**src/rtl/scm_pkg.sv**
```systemverilog
/*
  Constants and types for the serial converter mode controller.
  Assumes a single 125 MHz system clock that oversamples the serial pins.
*/
package scm_pkg;
  // Modes, one-hot
  typedef enum logic [2:0] {
    SCM_NORMAL = 3'h1,
    SCM_PDOWN  = 3'h2,
    SCM_CHAIN  = 3'h4
  } scm_mode_t;

  localparam int unsigned CLK_MHZ     = 125;
  localparam int unsigned WORD_BITS   = 16;
  localparam int unsigned RES_BITS    = 12;
  localparam int unsigned CNT_W       = 5;
  // Falling-edge counts for the mode windows, track start and output off
  localparam logic [4:0] EDGE_PD_LO   = 5'h02;
  localparam logic [4:0] EDGE_CH_LO   = 5'h0a;
  localparam logic [4:0] EDGE_CH_HI   = 5'h0c;
  localparam logic [4:0] EDGE_CH_BAD  = 5'h0d;
  localparam logic [4:0] EDGE_TRACK   = 5'h05;
  localparam logic [4:0] EDGE_LAST    = 5'h10;
  // Bit slots of the input word sampled on falling edges (1-based)
  localparam logic [4:0] EDGE_CHN     = 5'h03;
  localparam logic [4:0] EDGE_KEEP    = 5'h04;
  // Power-up time in ns and its cycle count, rounded up
  localparam int unsigned PWRUP_NS    = 1000;
  localparam int unsigned PWRUP_CYC   = (PWRUP_NS * CLK_MHZ + 999) / 1000;
  localparam logic [7:0]  PWRUP_CNT   = 8'(PWRUP_CYC);
  localparam logic [15:0] WORD_RST    = 16'h0000;
endpackage : scm_pkg

```
**src/rtl/scm_ctrl.sv**
```systemverilog
/*
  Mode controller of a two-channel sampling converter serial port.
  Assumes cs_n, sclk and din come from an outside host and are resynced;
  the conversion result word arrives from the analog core via result.
*/
`timescale 1ns/1ps
// Functional notes
// - Fully powered after one complete dummy cycle
// - Track resumes on fifth fall when waking, else on rise after 13th
// - Track acquires channel picked this cycle
// - Rise after edge 13 selects normal
// - Rise in 10..12 enters chain, output off
// - Rise at 12 enters chain, data invalid
// - Start in any mode, hold state
// - Normal result stored and driven out
// - Chain mode shifts input through register
// - Equal channel/keep bits return to normal
// - Chain dummy rise 10..12 restores normal
// - Every chain word, the first one too, configures
// - Chain dummy exit and chain entry at 12 mark output invalid
// - Sample input on falls, use bits 3,4
// - Output: two zeros, chan, mode, result
// - Mode flag equals channel means normal
// - Rise in 2..9 enters power-down
module scm_ctrl
  import scm_pkg::*;
(
  input  wire logic                    clk,         // 125 MHz clock
  input  wire logic                    srst,        // Sync reset
  input  wire logic                    cs_n,        // Chip select pin
  input  wire logic                    sclk,        // Serial clock pin
  input  wire logic                    din,         // Serial input pin
  input  wire logic [scm_pkg::RES_BITS-1:0] result, // Converted value
  input  wire logic [1:0]              init_mode,   // Start mode pick
  output logic                         dout_o,      // Serial out value
  output logic                         dout_oe_n,   // Out enable, low
  output logic                         track,       // Track, not hold
  output logic                         track_chan,  // Channel tracked
  output logic                         powered,     // Analog powered
  output logic [2:0]                   mode,        // Current mode
  output logic                         data_valid,  // Chain data good
  output logic                         conv_start   // Sample pulse
);
  typedef struct packed {
    scm_mode_t          mode;
    logic [4:0]         cnt;
    logic [15:0]        word;
    logic               chn_bit;
    logic               keep_bit;
    logic               next_chan;
    logic               out_bit;
    logic               oe_n;
    logic               track;
    logic               track_chan;
    logic               powered;
    logic [7:0]         pwr_cnt;
    logic               wake;
    logic               valid;
    logic               first_word;
    logic               start;
    logic               init_done;
  } scm_state_t;

  scm_state_t st_reg;
  scm_state_t st_next;
  logic cs_lvl, cs_rise, cs_fall;
  logic sk_rise, sk_fall, din_lvl;

  // Pin synchronisers
  scm_sync u_cs (.clk(clk), .srst(srst), .pin(cs_n),
                 .level(cs_lvl), .rise(cs_rise), .fall(cs_fall));
  scm_sync u_sk (.clk(clk), .srst(srst), .pin(sclk),
                 .level(), .rise(sk_rise), .fall(sk_fall));
  scm_sync u_di (.clk(clk), .srst(srst), .pin(din),
                 .level(din_lvl), .rise(), .fall());

  // Fall-count window test, used by the power-down and chain decisions
  function automatic logic in_win(input logic [4:0] c,
                                  input logic [4:0] lo,
                                  input logic [4:0] hi);
    in_win = (c >= lo) && (c < hi);
  endfunction : in_win

  // Next mode from the fall count at the chip-select rise
  always_comb begin
    st_next       = st_reg;
    st_next.start = 1'b0;
    // Strap caught once after reset release
    if (!st_reg.init_done) begin
      st_next.init_done = 1'b1;
      case (init_mode)
        2'h1:    st_next.mode = SCM_PDOWN;
        2'h2:    st_next.mode = SCM_CHAIN;
        default: st_next.mode = SCM_NORMAL;
      endcase
      st_next.powered = (init_mode != 2'h1);
    end
    // Power-up timer: one dummy cycle's worth of time
    if (st_reg.pwr_cnt != 8'h00) begin
      st_next.pwr_cnt = st_reg.pwr_cnt - 8'h01;
      if (st_reg.pwr_cnt == 8'h01) begin
        st_next.powered = 1'b1;
      end
    end
    if (cs_fall) begin
      st_next.cnt        = 5'h00;
      st_next.start      = 1'b1;
      st_next.track      = 1'b0;
      st_next.oe_n       = 1'b0;
      // Chain mode shows its stored top bit, normal its leading zero
      st_next.out_bit    = (st_reg.mode == SCM_CHAIN) ?
                           st_reg.word[15] : 1'b0;
      st_next.wake       = (st_reg.mode == SCM_PDOWN) | ~st_reg.powered;
      st_next.first_word = 1'b0;
      if (st_reg.mode == SCM_PDOWN) begin
        st_next.pwr_cnt = PWRUP_CNT;
      end
      // Normal load: zeros, channel, mode flag, result
      if (st_reg.mode != SCM_CHAIN) begin
        st_next.word = {2'b00, st_reg.next_chan,
                        st_reg.next_chan, result};
      end
    end else if (!cs_lvl && sk_fall && st_reg.cnt != 5'h1f) begin
      st_next.cnt = st_reg.cnt + 5'h01;
      // Shift out MSB first, input in at the bottom
      st_next.out_bit = st_reg.word[14];
      st_next.word    = {st_reg.word[14:0], din_lvl};
      if (st_reg.cnt + 5'h01 == EDGE_CHN) begin
        st_next.chn_bit = din_lvl;
      end
      if (st_reg.cnt + 5'h01 == EDGE_KEEP) begin
        st_next.keep_bit = din_lvl;
      end
      if (st_reg.wake && st_reg.cnt + 5'h01 == EDGE_TRACK) begin
        st_next.track      = 1'b1;
        st_next.track_chan = st_reg.chn_bit;
      end
      if (st_reg.cnt + 5'h01 == EDGE_LAST) begin
        st_next.oe_n = 1'b1;
      end
    end else if (!cs_lvl && sk_rise && st_reg.cnt == EDGE_CH_BAD) begin
      st_next.track      = 1'b1;
      st_next.track_chan = st_reg.chn_bit;
    end
    if (cs_rise) begin
      st_next.oe_n = 1'b1;
      if (in_win(st_reg.cnt, EDGE_PD_LO, EDGE_CH_LO)) begin
        st_next.mode    = SCM_PDOWN;
        st_next.powered = 1'b0;
        st_next.pwr_cnt = 8'h00;
        st_next.track   = 1'b0;
      end else if (in_win(st_reg.cnt, EDGE_CH_LO, EDGE_CH_BAD)) begin
        if (st_reg.mode == SCM_CHAIN) begin
          st_next.mode      = SCM_NORMAL;
          st_next.next_chan = st_reg.chn_bit;
          st_next.valid     = 1'b0;
        end else begin
          st_next.mode       = SCM_CHAIN;
          st_next.valid      = (st_reg.cnt < EDGE_CH_HI);
          st_next.first_word = 1'b1;
        end
      end else if (st_reg.cnt >= EDGE_CH_BAD) begin
        if (st_reg.mode == SCM_CHAIN &&
            st_reg.chn_bit != st_reg.keep_bit) begin
          st_next.mode = SCM_CHAIN;
        end else begin
          st_next.mode  = SCM_NORMAL;
          st_next.valid = 1'b1;
        end
        // Channel bit caught on the third fall becomes the next channel
        st_next.next_chan = st_reg.chn_bit;
      end else if (st_reg.mode == SCM_PDOWN) begin
        // Glitch frame must not leave a power-up running
        st_next.powered = 1'b0;
        st_next.pwr_cnt = 8'h00;
        st_next.track   = 1'b0;
      end
      // Counts below two leave the mode alone
    end
  end

  // Single state register
  always_ff @(posedge clk) begin
    if (srst) begin
      st_reg <= '{mode: SCM_NORMAL, cnt: 5'h00, word: WORD_RST,
                  chn_bit: 1'b0, keep_bit: 1'b0, next_chan: 1'b0,
                  out_bit: 1'b0, oe_n: 1'b1, track: 1'b0,
                  track_chan: 1'b0, powered: 1'b0, pwr_cnt: 8'h00,
                  wake: 1'b0, valid: 1'b0, first_word: 1'b0,
                  start: 1'b0, init_done: 1'b0};
    end else begin
      st_reg <= st_next;
    end
  end

  assign dout_o     = st_reg.out_bit;
  assign dout_oe_n  = st_reg.oe_n;
  assign track      = st_reg.track;
  assign track_chan = st_reg.track_chan;
  assign powered    = st_reg.powered;
  assign mode       = st_reg.mode;
  assign data_valid = st_reg.valid;
  assign conv_start = st_reg.start;

  // Checks
  pd_window_a: assert property (@(posedge clk) disable iff (srst)
    cs_rise && st_reg.cnt >= 5'h02 && st_reg.cnt < 5'h0a
    |=> st_reg.mode == SCM_PDOWN && st_reg.oe_n)
    else $error("power-down window missed");
  chain_entry_a: assert property (@(posedge clk) disable iff (srst)
    cs_rise && st_reg.mode == SCM_NORMAL && st_reg.cnt >= 5'h0a &&
    st_reg.cnt < 5'h0d |=> st_reg.mode == SCM_CHAIN && st_reg.oe_n)
    else $error("chain entry missed");
  chain_invalid_a: assert property (@(posedge clk) disable iff (srst)
    cs_rise && st_reg.mode == SCM_NORMAL && st_reg.cnt == 5'h0c
    |=> !st_reg.valid)
    else $error("late chain data marked valid");
  normal_late_a: assert property (@(posedge clk) disable iff (srst)
    cs_rise && st_reg.mode != SCM_CHAIN && st_reg.cnt >= 5'h0d
    |=> st_reg.mode == SCM_NORMAL)
    else $error("late rise not normal");
  chain_exit_a: assert property (@(posedge clk) disable iff (srst)
    cs_rise && st_reg.mode == SCM_CHAIN && st_reg.cnt >= 5'h0d &&
    st_reg.chn_bit == st_reg.keep_bit |=> st_reg.mode == SCM_NORMAL)
    else $error("equal bits kept chain");
  chain_dummy_a: assert property (@(posedge clk) disable iff (srst)
    cs_rise && st_reg.mode == SCM_CHAIN && st_reg.cnt >= 5'h0a &&
    st_reg.cnt < 5'h0d |=> st_reg.mode == SCM_NORMAL && !st_reg.valid)
    else $error("chain dummy exit failed");
  mode_hold_a: assert property (@(posedge clk) disable iff (srst)
    st_reg.init_done && cs_rise && st_reg.cnt < 5'h02 |=> $stable(mode))
    else $error("short frame changed mode");
  track_fifth_a: assert property (@(posedge clk) disable iff (srst)
    st_reg.wake && !cs_lvl && !cs_fall && sk_fall && st_reg.cnt == 5'h04
    |=> st_reg.track)
    else $error("track not on fifth fall");
  lead_zero_a: assert property (@(posedge clk) disable iff (srst)
    cs_fall |=> !st_reg.oe_n && (st_reg.mode == SCM_CHAIN ||
    (!st_reg.out_bit && st_reg.word[15:14] == 2'b00)))
    else $error("leading zero missing");
  pwr_up_a: assert property (@(posedge clk) disable iff (srst)
    st_reg.pwr_cnt == 8'h01 && !cs_rise |=> st_reg.powered)
    else $error("power-up not reached");

  cov_chain_c:  cover property (@(posedge clk) st_reg.mode == SCM_CHAIN);
  cov_pdown_c:  cover property (@(posedge clk) st_reg.mode == SCM_PDOWN);
  cov_wake_c:   cover property (@(posedge clk) st_reg.wake && st_reg.track);
  cov_exit_c:   cover property (@(posedge clk)
    $past(st_reg.mode) == SCM_CHAIN && st_reg.mode == SCM_NORMAL);
endmodule : scm_ctrl

```
**src/rtl/scm_sync.sv**
```systemverilog
/*
  Two-flop synchroniser with edge flags for the serial pins.
  Assumes pins are asynchronous to clk; edges seen after two flops.
*/
`timescale 1ns/1ps
module scm_sync (
  input  wire logic clk,      // System clock
  input  wire logic srst,     // Sync reset
  input  wire logic pin,      // Raw pin
  output logic      level,    // Synchronised level
  output logic      rise,     // One-cycle rise pulse
  output logic      fall      // One-cycle fall pulse
);
  typedef struct packed {
    logic s1;
    logic s2;
    logic s3;
  } scm_sync_t;

  scm_sync_t st_reg;
  scm_sync_t st_next;

  // First flop only feeds the second
  always_comb begin
    st_next    = st_reg;
    st_next.s1 = pin;
    st_next.s2 = st_reg.s1;
    st_next.s3 = st_reg.s2;
  end

  // Reset to idle-high, so no spurious edge after reset
  always_ff @(posedge clk) begin
    if (srst) begin
      st_reg <= 3'h7;
    end else begin
      st_reg <= st_next;
    end
  end

  assign level = st_reg.s2;
  assign rise  = st_reg.s2 & ~st_reg.s3;
  assign fall  = ~st_reg.s2 & st_reg.s3;
endmodule : scm_sync

```
**config.mk**
```make
export PLATFORM = sky130hd
export DESIGN_NAME = scm_ctrl
export DESIGN_NICKNAME = d
export VERILOG_FILES = /design/src/rtl/scm_pkg.sv /design/src/rtl/scm_ctrl.sv /design/src/rtl/scm_sync.sv
export SDC_FILE = /design/constraint.sdc
export NUM_CORES = 1
export LEC_CHECK = 0
export BUFFER_PORTS_ARGS = -buffer_cell sky130_fd_sc_hd__buf_2
export CORE_MARGIN = 3
export CORE_UTILIZATION = 52
export CTS_CLUSTER_DIAMETER = 120
export DETAILED_ROUTE_END_ITERATION = 8
export PLACE_DENSITY = 0.75
export SLEW_MARGIN = 10
export SYNTH_ARGS = -nofsm -noshare
export SYNTH_HDL_FRONTEND = slang
export SYNTH_SLANG_ARGS = --single-unit
```
**constraint.sdc**
```tcl
create_clock -name clk -period 2 [get_ports clk]
set_input_delay 0 -clock clk [delete_from_list [all_inputs] [get_ports clk]]
set_output_delay 0 -clock clk [all_outputs]
set_load 0.03 [all_outputs]
```
==> results.md, run 1 <==
- Status: complete, no violations
- Final ANT Viol Nets: 0
- Synthesis-stage register bit count: 52
- Final Cycle Share: between 90% and 100%
- Pleak: about 1.3 nW
- CTS Sinks: 52
- First-pass GRT wire length: 9.45 mm
- VDD IR-drop max: 0.000502 V
- Vias in the first global route: just over 2000
- I/O pin cnt: 29
- Final HPWL from detailed placement: 3.74 mm
- Grt total ovfl: 0
- Warnings, synthesis: 0
- Core Area: about 4600 um^2
- Fmax achieved: ~0.52 GHz
- H-tree depth: 2
- Post-synth ARST share: 0%
- WL final: 5.76 mm
- Sequential cell area fraction in the yosys report: 40.5%
- Area share of the largest cell type after synthesis: around two fifths
- Slew Viols, Final: 0
- Largest net degree at the start of global routing: 32
- Number of vias per cell: 5.53
- Worst reg2reg setup slack: 70 ps
- Drt pass-1 iters: 4
- Worst min-delay path endpoint: st_reg[24]
- Area growth from synthesis to layout: 22.2%
- CTS Buffer Depth: 2
- Cell taking the most area after synthesis: dfxtp_1
- Final Skew: around 12 ps
- Final Critical Period: 1930 ps
- I/O Buffers: 28
- Crit path kind: reg -> reg
- Hold crit path type: in -> reg
- R2r endpoint: track
- Mapped Area: ~2600 um^2
- Initial Util: 56.4%
- Worst Path Required: 2230 ps
- Mux cell area share after synthesis: 3.11%
- Final hold vios: 0
- Final WS setup: 66.9 ps
- Top post-synthesis cells by area: dfxtp_1 (40%), ha_1 (5.4%), a21oi_1 (4.7%), a22oi_1 (4.1%), nand2_1 (3.9%)
- Share of cells above drive strength 1: 26.6%
- Synth Net Count: 314
- Largest family of logic cells by synthesized area: simple AND/OR/NAND/NOR gates
- R2r worst-path depth: 8
- Die W: 76.3 um
- Max FFs per register: 34
- Site row count: 24
- Area share of fa/ha/maj cells after synthesis: 5.35%
- Nets@finish: 364
- CP startpoint kind: register
- Max_cap viols: 0
- Total GRT Usage: 19.7%
- End-of-flow core utilization: slightly below 70%
- Cell with the most instances after synthesis: dfxtp_1
- CTS tree: yes
- # diodes: 0
- Total Power: 2.41 mW
- Most instantiated cells after synthesis: dfxtp_1 (52), nand2_1 (27), a21oi_1 (24)
- Crit. End Element: register
- Clk root buf: clkbuf_8
- Mean area per synthesized cell: 9.06 um^2
- Post-synth EDFFs: 0
- RSZ-0062 raised after global routing: yes
- CTS clk-pin slew, worst paths: roughly 100 ps
- CTS Buf Count: 5
- XOR/XNOR Fraction of Synth Area: between 3 and 4%
- Initial antenna violation count: 0
- Area of the die: about 5800 um^2
- Worst r2r src: st_reg[38]
- Slew at the pin closest to its max-slew limit: 1010 ps
- Crit path max fanout: 5
- Ys flop type: dfxtp_1
- DRC: 0
- Die height: 76.3 um
- Gpl congestion: 0.920
- Slew headroom: 32.2%
- Routed len/inst: 14.4 um
- Gate Count Post-Synth: 284
- Hold path startpoint: result[3]
- Dpl ws: -95.3 ps
- Complex-gate fraction of the synthesized area: 19.8%
- Synth Area in Simple Gates: 21.9%
- Worst Hold Depth: 3
- CP arrival: 2160 ps
- Via count: 2210
- Final setup fails: 0
- Clk_lat worst skew: a little over 300 ps
- Initial DRC Count: 103
- Cell variety after synth: 56
- PwrDens: 766 nW/um^2
[metrics by stage]
| stage | instances | hold slack (ps) | instance area, um^2 | TNS, ps |
|---|---|---|---|---|
| global placement | 371 | 182 | 2790 | 0 |
| floorplan | 284 | 104 | 2570 | 0 |
| CTS | 399 | 42.0 | 3120 | 0 |
| detailed placement | 371 | 184 | 2790 | -1360 |
| global route | 400 | 46.0 | 3140 | -87.5 |
| finish | 400 | 44.5 | 3140 | 0 |
[cells by family (layout without fill, tap and decap cells)]
logic type               count (synthesis)  count (layout)
AND/OR/NAND/NOR                        100             100
AO/OA/AOI/OAI                           74              74
flip-flops                              52              52
buffers and inverters                   30              81
adder cells (fa/ha/maj)                 11              11
XOR/XNOR                                 9               9
multiplexers                             8               8
[power by group]
part | switching (mW) | internal [mW] | total [mW]
combinational | 0.298 | 0.283 | 0.581
clock | 0.372 | 0.258 | 0.630
sequential | 0.0834 | 1.11 | 1.20
[cells in the final DEF (no fill, tap or decap), types with 4 or more instances in the layout]
cell           synthesis  final
xor2_1                 4      4
nor2_1                21     21
xnor2_1                5      5
buf_4                  5     17
nor2b_1                4      4
or2_2                  9      9
o21ai_0                7      6
a22oi_1               14     14
nand2_1               27     27
ha_1                  11      9
buf_2                  5     28
a21oi_1               24     24
dlygate4sd3_1          0     14
a31oi_1                5      5
nor3_1                 7      7
inv_1                 11     11
clkbuf_8               0      5
dfxtp_1               52     50
mux2i_1                8      8
[layer usage]
layer / GRT usage (%) / share of wire [%] / vias up
met4: 5.43 / 1.1 / 0
met3: 4.26 / 5.1 / 7
li1: - / - / 1112
met5: 0 / 0 / -
met2: 34.5 / 47 / 60
met1: 24.4 / 47 / 1031
[critical path: stages, from the launching register on]
cell and delay [ps]:
dfxtp_2 350, ha_4 160, and3_4 180, ha_4 160, nor4b_4 230, buf_4 170, a21boi_4 240, a211oi_2 100
a311oi_1 250
[how the worst max path moves through the flow]
stage	end	slack, ps	depth (start not counted)	from
2_1_floorplan	track	40	8	st_reg[38]
3_3_place_gp	track	10	8	st_reg[37]
3_5_place_dp	track	-100	8	st_reg[37]
4_1_cts	st_reg[24]	20	9	st_reg[37]
5_1_grt	track	-40	8	st_reg[38]
6_report	track	70	8	st_reg[38]
[area by class of cell]
| cell class | instances | area, um^2 |
|---|---|---|
| timing repair buffer | 62 | 467 |
| inverter | 11 | 41.3 |
| multi-input combinational | 202 | 1420 |
| tap | 65 | 81.3 |
| sequential | 52 | 1040 |
| clock inverter | 3 | 26.3 |
| clock buffer | 5 | 68.8 |
| fill | 382 | 1420 |
[repair_timing]
item | 4_1_cts | 5_1_grt
cloned | 1 | 0
hold endpoints to repair | 14 | 0
buffers inserted | 6 | 1
hold buffers | 14 | 0
gates resized for setup | 8 | 6
pin swaps | 5 | 4
endpoints found under the setup margin | 20 | 15
No activity file was read; power rests on OpenSTA's default activity.
==> inputs of run 2 (changes only) <==
==> constraint.sdc (replaced) <==
create_clock -name clk -period 2 [get_ports clk]
set_input_delay 0.5 -clock clk [delete_from_list [all_inputs] [get_ports clk]]
set_output_delay 0.5 -clock clk [all_outputs]
set_load 0.03 [all_outputs]
==> run 2 against run 1 <==
Effect of this change:
- utilization fell by 3.5 points
- die area is the same
- clock skew is 4.4 ps lower
- first-iteration DRC count is 35% higher
- wire length is 0.68% lower
- total power is 2.2% lower
- clock power is 4.4% lower
- sequential share of layout area rose by 1.8 points
- sequential cell count unchanged
- critical path depth is 1 higher
- via count shrank 0.50%
- critical endpoint is now track_chan
- largest cell class unchanged
==> results.md, run 2 (synthesis gave the netlist of run 1 again) <==
- Status: complete, no violations (unchanged)
- Vias in the first global route: 1943 (was 2054)
- I/O Buffers: 28 (unchanged)
- CTS Sinks: 52 (unchanged)
- WL final: 5.72 mm (was 5.76 mm)
- RSZ-0062 raised after global routing: yes (unchanged)
- Final non-filler cell total: 385 (was 400)
- Final hold vios: 0 (unchanged)
- Gpl congestion: 0.871 (was 0.920)
- Area of the multi-input gates: 1430 um^2 (was 1420 um^2)
- CTS tree: yes (unchanged)
- Crit. End Element: register (unchanged)
- CTS clk-pin slew, worst paths: 100 ps (about the same)
- Max FFs per register: 34 (unchanged)
- Core Area: 4560 um^2 (unchanged)
- Worst path bufs/invs: 2 (was 1)
- H-tree depth: 2 (unchanged)
- Commonest non-fill, non-tap cell in the layout: dfxtp_1 (unchanged)
- CTS Buffer Depth: 2 (unchanged)
- Initial Util: 56.4% (unchanged)
- CTS Buf Count: 5 (unchanged)
- Slowest-stage cell, CP: dfxtp_2 (unchanged)
- Final Cycle Share: 99.3% (was 96.7%)
- Pleak: 1.21 nW (was 1.28 nW)
- DRC: 0 (unchanged)
- Max_cap viols: 0 (unchanged)
- Clk root buf: clkbuf_8 (unchanged)
- Dpl ws: -48.4 ps (was -95.3 ps)
- Final WS setup: 14.7 ps (was 66.9 ps)
- Die W: 76.3 um (unchanged)
- Final Cell Area: 2980 um^2 (was 3140 um^2)
- Slew Viols, Final: 0 (unchanged)
- Worst-path cell chain: ha_4 -> and3_4 -> ha_4 -> nor4b_4 -> buf_4 -> a21boi_4 -> buf_4 -> a22oi_1 -> mux2i_1 (was ha_4 -> and3_4 -> ha_4 -> nor4b_4 -> buf_4 -> a21boi_4 -> a211oi_2 -> a311oi_1)
- Slew at the pin closest to its max-slew limit: 953 ps (was 1010 ps)
- Clock network power share: 25.5% (was 26.2%)
- Grt total ovfl: 0 (unchanged)
- Share of cells above drive strength 1: 27.5% (was 26.6%)
- PwrDens: 790 nW/um^2 (was 766 nW/um^2)
- Initial DRC Count: 139 (was 103)
- Hold Slack: 374 ps (was 44.5 ps)
- Worst Path Required: 2200 ps (was 2230 ps)
- # fillers: 381 (was 382)
- Final setup fails: 0 (unchanged)
- Die height: 76.3 um (unchanged)
- Total GRT Usage: 19.4% (was 19.7%)
- Routed len/inst: 14.9 um (was 14.4 um)
- Drt pass-1 iters: 5 (was 4)
- # hold bufs at CTS: 0 (was 14)
- Logic pwr share: 23.6% (was 24.1%)
- Largest net degree at the start of global routing: 27 (was 32)
- Hold crit path type: in -> reg (unchanged)
- CP arrival: 2180 ps (was 2160 ps)
- Clk_lat worst skew: 300 ps (was 310 ps)
- End-of-flow core utilization: 65.4% (was 68.9%)
- Slew headroom: 36.3% (was 32.2%)
- Most frequent cells in the layout: dfxtp_1 (50), buf_2 (28), nand2_1 (27) (unchanged)
- Crit path max fanout: 5 (unchanged)
- Initial antenna violation count: 0 (unchanged)
- Sequential cell area: 1040 um^2 (unchanged)
- # diodes: 0 (unchanged)
- Crit-path leading delay family: simple AND/OR/NAND/NOR gates (was compound AO/OA/AOI/OAI gates)
- CP max stage delay: 350 ps (about the same)
- Net Sw Frac: 30.8% (was 31.3%)
- Final HPWL from detailed placement: 3.96 mm (was 3.74 mm)
- Fmax achieved: 0.504 GHz (was 0.517 GHz)
- Reg power frac: 50.8% (was 49.7%)
- Final Critical Period: 1990 ps (was 1930 ps)
- Area of the die: 5830 um^2 (unchanged)
- VDD IR-drop max: 0.000540 V (was 0.000502 V)
- Final Skew: 7.18 ps (was 11.6 ps)
- Via count: 2199 (was 2210)
- Int Power: 1.63 mW (was 1.66 mW)
- Crit path kind: reg -> reg (unchanged)
- Final ANT Viol Nets: 0 (unchanged)
- First-pass GRT wire length: 9.37 mm (was 9.45 mm)
- I/O pin cnt: 29 (unchanged)
- Number of vias per cell: 5.71 (was 5.53)
- Area growth from synthesis to layout: 16.0% (was 22.2%)
- Site row count: 24 (unchanged)
- Placed Area: 2790 um^2 (unchanged)
- CP startpoint kind: register (unchanged)
- Nets@finish: 349 (was 364)
- Switching power: 0.727 mW (was 0.754 mW)
- Placed cell count: 371 (unchanged)
[run 2: final cells by class]
type | count | share of cell area (%)
clock buffer | 6 | 2.43
clock inverter | 2 | 0.545
inverter | 11 | 1.38
multi-input combinational | 202 | 47.9
sequential | 52 | 35.0
tap | 65 | 2.73
timing repair buffer | 47 | 10.0
[run 2: layer usage]
layer  routed length (um)  vias up  part of all wire (%)  global-route usage (%)
met5                    0        -                     0                       0
met3                  307        6                   5.4                    5.44
met1                 2580     1049                    45                    25.7
li1                     -     1075                     -                       -
met2                 2790       69                    49                    31.5
met4                   47        0                  0.82                    4.71
[run 2: worst register-to-register path: stages (launching register included)]
cell and delay, ps:
dfxtp_2 350, ha_4 160, and3_4 180, ha_4 160, nor4b_4 230, buf_4 180, a21boi_4 250, buf_4 150
a22oi_1 70, mux2i_1 150
[run 2: final timing paths]
| kind | start | endpoint | slack, ps | cells past startpoint |
|---|---|---|---|---|
| worst max-delay path | st_reg[38] | track_chan | 10 | 9 |
| worst min-delay path | sclk | u_sk.st_next[1] | 370 | 2 |
| worst max register to register | st_reg[38] | track_chan | 10 | 9 |
| worst min register to register | u_di.st_next[1] | u_di.level | 420 | 1 |
[run 2: power groups by stage]
stage          combinational, mW  sequential (mW)  clock [mW]
2_1_floorplan              0.428             1.21           0
3_3_place_gp               0.531             1.22           0
3_5_place_dp               0.550             1.22           0
4_1_cts                    0.554             1.20       0.610
5_1_grt                    0.621             1.21       0.658
6_report                   0.557             1.20       0.602
[run 2: repair_timing]
item | 4_1_cts | 5_1_grt
gates resized for setup | 3 | 11
buffers inserted | 2 | 4
pin swaps | 3 | 5
endpoints found under the setup margin | 20 | 26
[run 2: metrics by stage]
step | total power [mW] | TNS [ps]
floorplan | 1.64 | 0
global placement | 1.75 | 0
detailed placement | 1.77 | -439
CTS | 2.36 | -33.7
global route | 2.49 | -225
finish | 2.36 | 0
==> inputs of run 3 (changes only) <==
--- a/config.mk
+++ b/config.mk
@@ -9,6 +9,6 @@
 export CORE_MARGIN = 3
-export CORE_UTILIZATION = 52
+export CORE_UTILIZATION = 62
 export CTS_CLUSTER_DIAMETER = 120
 export DETAILED_ROUTE_END_ITERATION = 8
-export PLACE_DENSITY = 0.75
+export PLACE_DENSITY = 0.84
 export SLEW_MARGIN = 10
==> constraint.sdc (replaced) <==
create_clock -name clk -period 2.3 [get_ports clk]
set_input_delay 0.69 -clock clk [delete_from_list [all_inputs] [get_ports clk]]
set_output_delay 0.69 -clock clk [all_outputs]
set_load 0.03 [all_outputs]
==> run 3 against run 2 <==
Effect of this change:
- sequential cell count unchanged
- final cell count fell by 7.3%
- first-iteration DRC count grew 27%
- wire length decreased by 6.5%
- global-route usage increased by 2.7 points
- critical path type unchanged
- largest power group unchanged
==> results.md, run 3 (synthesis gave the netlist of run 1 again) <==
- RSZ-0062 raised after global routing: no (was yes)
- Die W: 70.4 um (was 76.3 um)
- CP max stage delay: 320 ps (was 350 ps)
- Int Power: 1.40 mW (was 1.63 mW)
- Vias in the first global route: 1957 (was 1943)
- DRC: 0 (unchanged)
- Most frequent cells in the layout: dfxtp_1 (52), buf_2 (28), nand2_1 (27) (was dfxtp_1 (50), buf_2 (28), nand2_1 (27))
- Routed len/inst: 15.0 um (was 14.9 um)
- Worst Path Required: 2550 ps (was 2200 ps)
- Final Cycle Share: 87.2% (was 99.3%)
- CTS Buf Count: 5 (unchanged)
- # resized after CTS: 0 (was 3)
- Crit path kind: reg -> reg (unchanged)
- Final Critical Period: 2010 ps (was 1990 ps)
- CP arrival: 2250 ps (was 2180 ps)
- # diodes: 0 (unchanged)
- Commonest non-fill, non-tap cell in the layout: dfxtp_1 (unchanged)
- Total GRT Usage: 22.1% (was 19.4%)
- Site row count: 22 (was 24)
- Grt total ovfl: 0 (unchanged)
- Max_cap viols: 0 (unchanged)
- Logic pwr share: 23.1% (was 23.6%)
- Dpl ws: 230 ps (was -48.4 ps)
- Fmax achieved: 0.498 GHz (was 0.504 GHz)
- CP startpoint kind: register (unchanged)
- Critical Path Most Common Cell: ha_1
- Pleak: 1.14 nW (was 1.21 nW)
- # hold bufs at CTS: 0 (unchanged)
- Die height: 70.4 um (was 76.3 um)
- Final setup fails: 0 (unchanged)
- Final WS setup: 293 ps (was 14.7 ps)
- Final HPWL from detailed placement: 3.85 mm (was 3.96 mm)
- Hold crit path type: reg -> reg (was in -> reg)
- CTS tree: yes (unchanged)
- H-tree depth: 2 (unchanged)
- Crit path max fanout: 15 (was 5)
- Clk root buf: clkbuf_8 (unchanged)
- Nets@finish: 338 (was 349)
- Gpl congestion: 0.884 (was 0.871)
- Setup Buffers After CTS: 0 (was 2)
- Final Skew: 6.58 ps (was 7.18 ps)
- Crit-path leading delay family: simple AND/OR/NAND/NOR gates (unchanged)
- Max FFs per register: 34 (unchanged)
- Initial DRC Count: 176 (was 139)
- Area of the die: 4960 um^2 (was 5830 um^2)
- Switching power: 0.632 mW (was 0.727 mW)
- Worst-path cell chain: ha_1 -> and3_2 -> ha_1 -> nor4b_4 -> and2_1 -> buf_4 -> a22oi_1 -> a21oi_1 (was ha_4 -> and3_4 -> ha_4 -> nor4b_4 -> buf_4 -> a21boi_4 -> buf_4 -> a22oi_1 -> mux2i_1)
- Clock network power share: 25.7% (was 25.5%)
- Placed cell count: 349 (was 371)
- CTS Sinks: 52 (unchanged)
- I/O Buffers: 28 (unchanged)
- Area growth from synthesis to layout: 9.29% (was 16.0%)
- Crit. End Element: register (unchanged)
- I/O pin cnt: 29 (unchanged)
- Status: complete, no violations (unchanged)
- Net Sw Frac: 31.1% (was 30.8%)
- Reg power frac: 51.2% (was 50.8%)
- CTS clk-pin slew, worst paths: 90 ps (was 100 ps)
- Final ANT Viol Nets: 0 (unchanged)
- Number of vias per cell: 6.00 (was 5.71)
- Final hold vios: 0 (unchanged)
- Slew at the pin closest to its max-slew limit: 902 ps (was 953 ps)
- Core Area: 3830 um^2 (was 4560 um^2)
- Drt pass-1 iters: 4 (was 5)
- Setup TNS: 0 ps (unchanged)
- Largest net degree at the start of global routing: 29 (was 27)
- PwrDens: 723 nW/um^2 (was 790 nW/um^2)
- Share of cells above drive strength 1: 22.3% (was 27.5%)
- Slew headroom: 39.7% (was 36.3%)
- Final non-filler cell total: 357 (was 385)
- First-pass GRT wire length: 8.85 mm (was 9.37 mm)
- Worst path bufs/invs: 1 (was 2)
- Clk_lat worst skew: 310 ps (was 300 ps)
- Slew Viols, Final: 0 (unchanged)
- Initial antenna violation count: 0 (unchanged)
- VDD IR-drop max: 0.000696 V (was 0.000540 V)
- WL final: 5.35 mm (was 5.72 mm)
- Via count: 2143 (was 2199)
- Initial Util: 67.2% (was 56.4%)
- CTS Buffer Depth: 2 (unchanged)
- Slowest-stage cell, CP: dfxtp_1 (was dfxtp_2)
-- run 3: cell count changes in the layout (fill, tap and decap cells not counted), sizes merged --
| cell | change |
|---|---|
| buf | -11 |
-- run 3: final cells by class --
cell class	instances	area, um^2
multi-input combinational	202	1380
sequential	52	1040
fill	304	1010
timing repair buffer	36	200
clock buffer	6	72.6
tap	48	60.1
inverter	11	41.3
clock inverter	2	16.3
-- run 3: final timing paths --
| path | startpoint | end | slack, ps | depth (start not counted) |
|---|---|---|---|---|
| min reg2reg | u_sk.st_next[1] | u_sk.level | 420 | 1 |
| max reg2reg | st_reg[37] | st_reg[24] | 290 | 8 |
| max | st_reg[37] | st_reg[24] | 290 | 8 |
| min | u_sk.st_next[1] | u_sk.level | 420 | 1 |
-- run 3: power groups by stage --
stage / registers (mW) / clock network, mW / logic, mW
after floorplan: 1.05 / 0 / 0.372
after global placement: 1.06 / 0 / 0.444
after detailed placement: 1.06 / 0 / 0.469
after CTS: 1.04 / 0.536 / 0.472
after global routing: 1.05 / 0.563 / 0.526
final: 1.04 / 0.522 / 0.470
-- run 3: through the flow --
step	instance area [um^2]	hold slack, ps	utilization, %	total power [mW]
3_3_place_gp	2710	391	70.9	1.50
2_1_floorplan	2570	389	-	1.43
3_5_place_dp	2710	393	70.9	1.53
6_report	2810	415	73.5	2.03
5_1_grt	2810	432	73.5	2.14
4_1_cts	2800	416	73.3	2.05
-- run 3: routing by layer --
layer | GRT usage [%] | vias to the layer above | part of all wire, %
li1 | - | 1059 | -
met4 | 10.6 | 0 | 2.2
met5 | 0 | - | 0
met3 | 5.47 | 12 | 5.1
met1 | 28.5 | 1017 | 45
met2 | 34.5 | 55 | 47
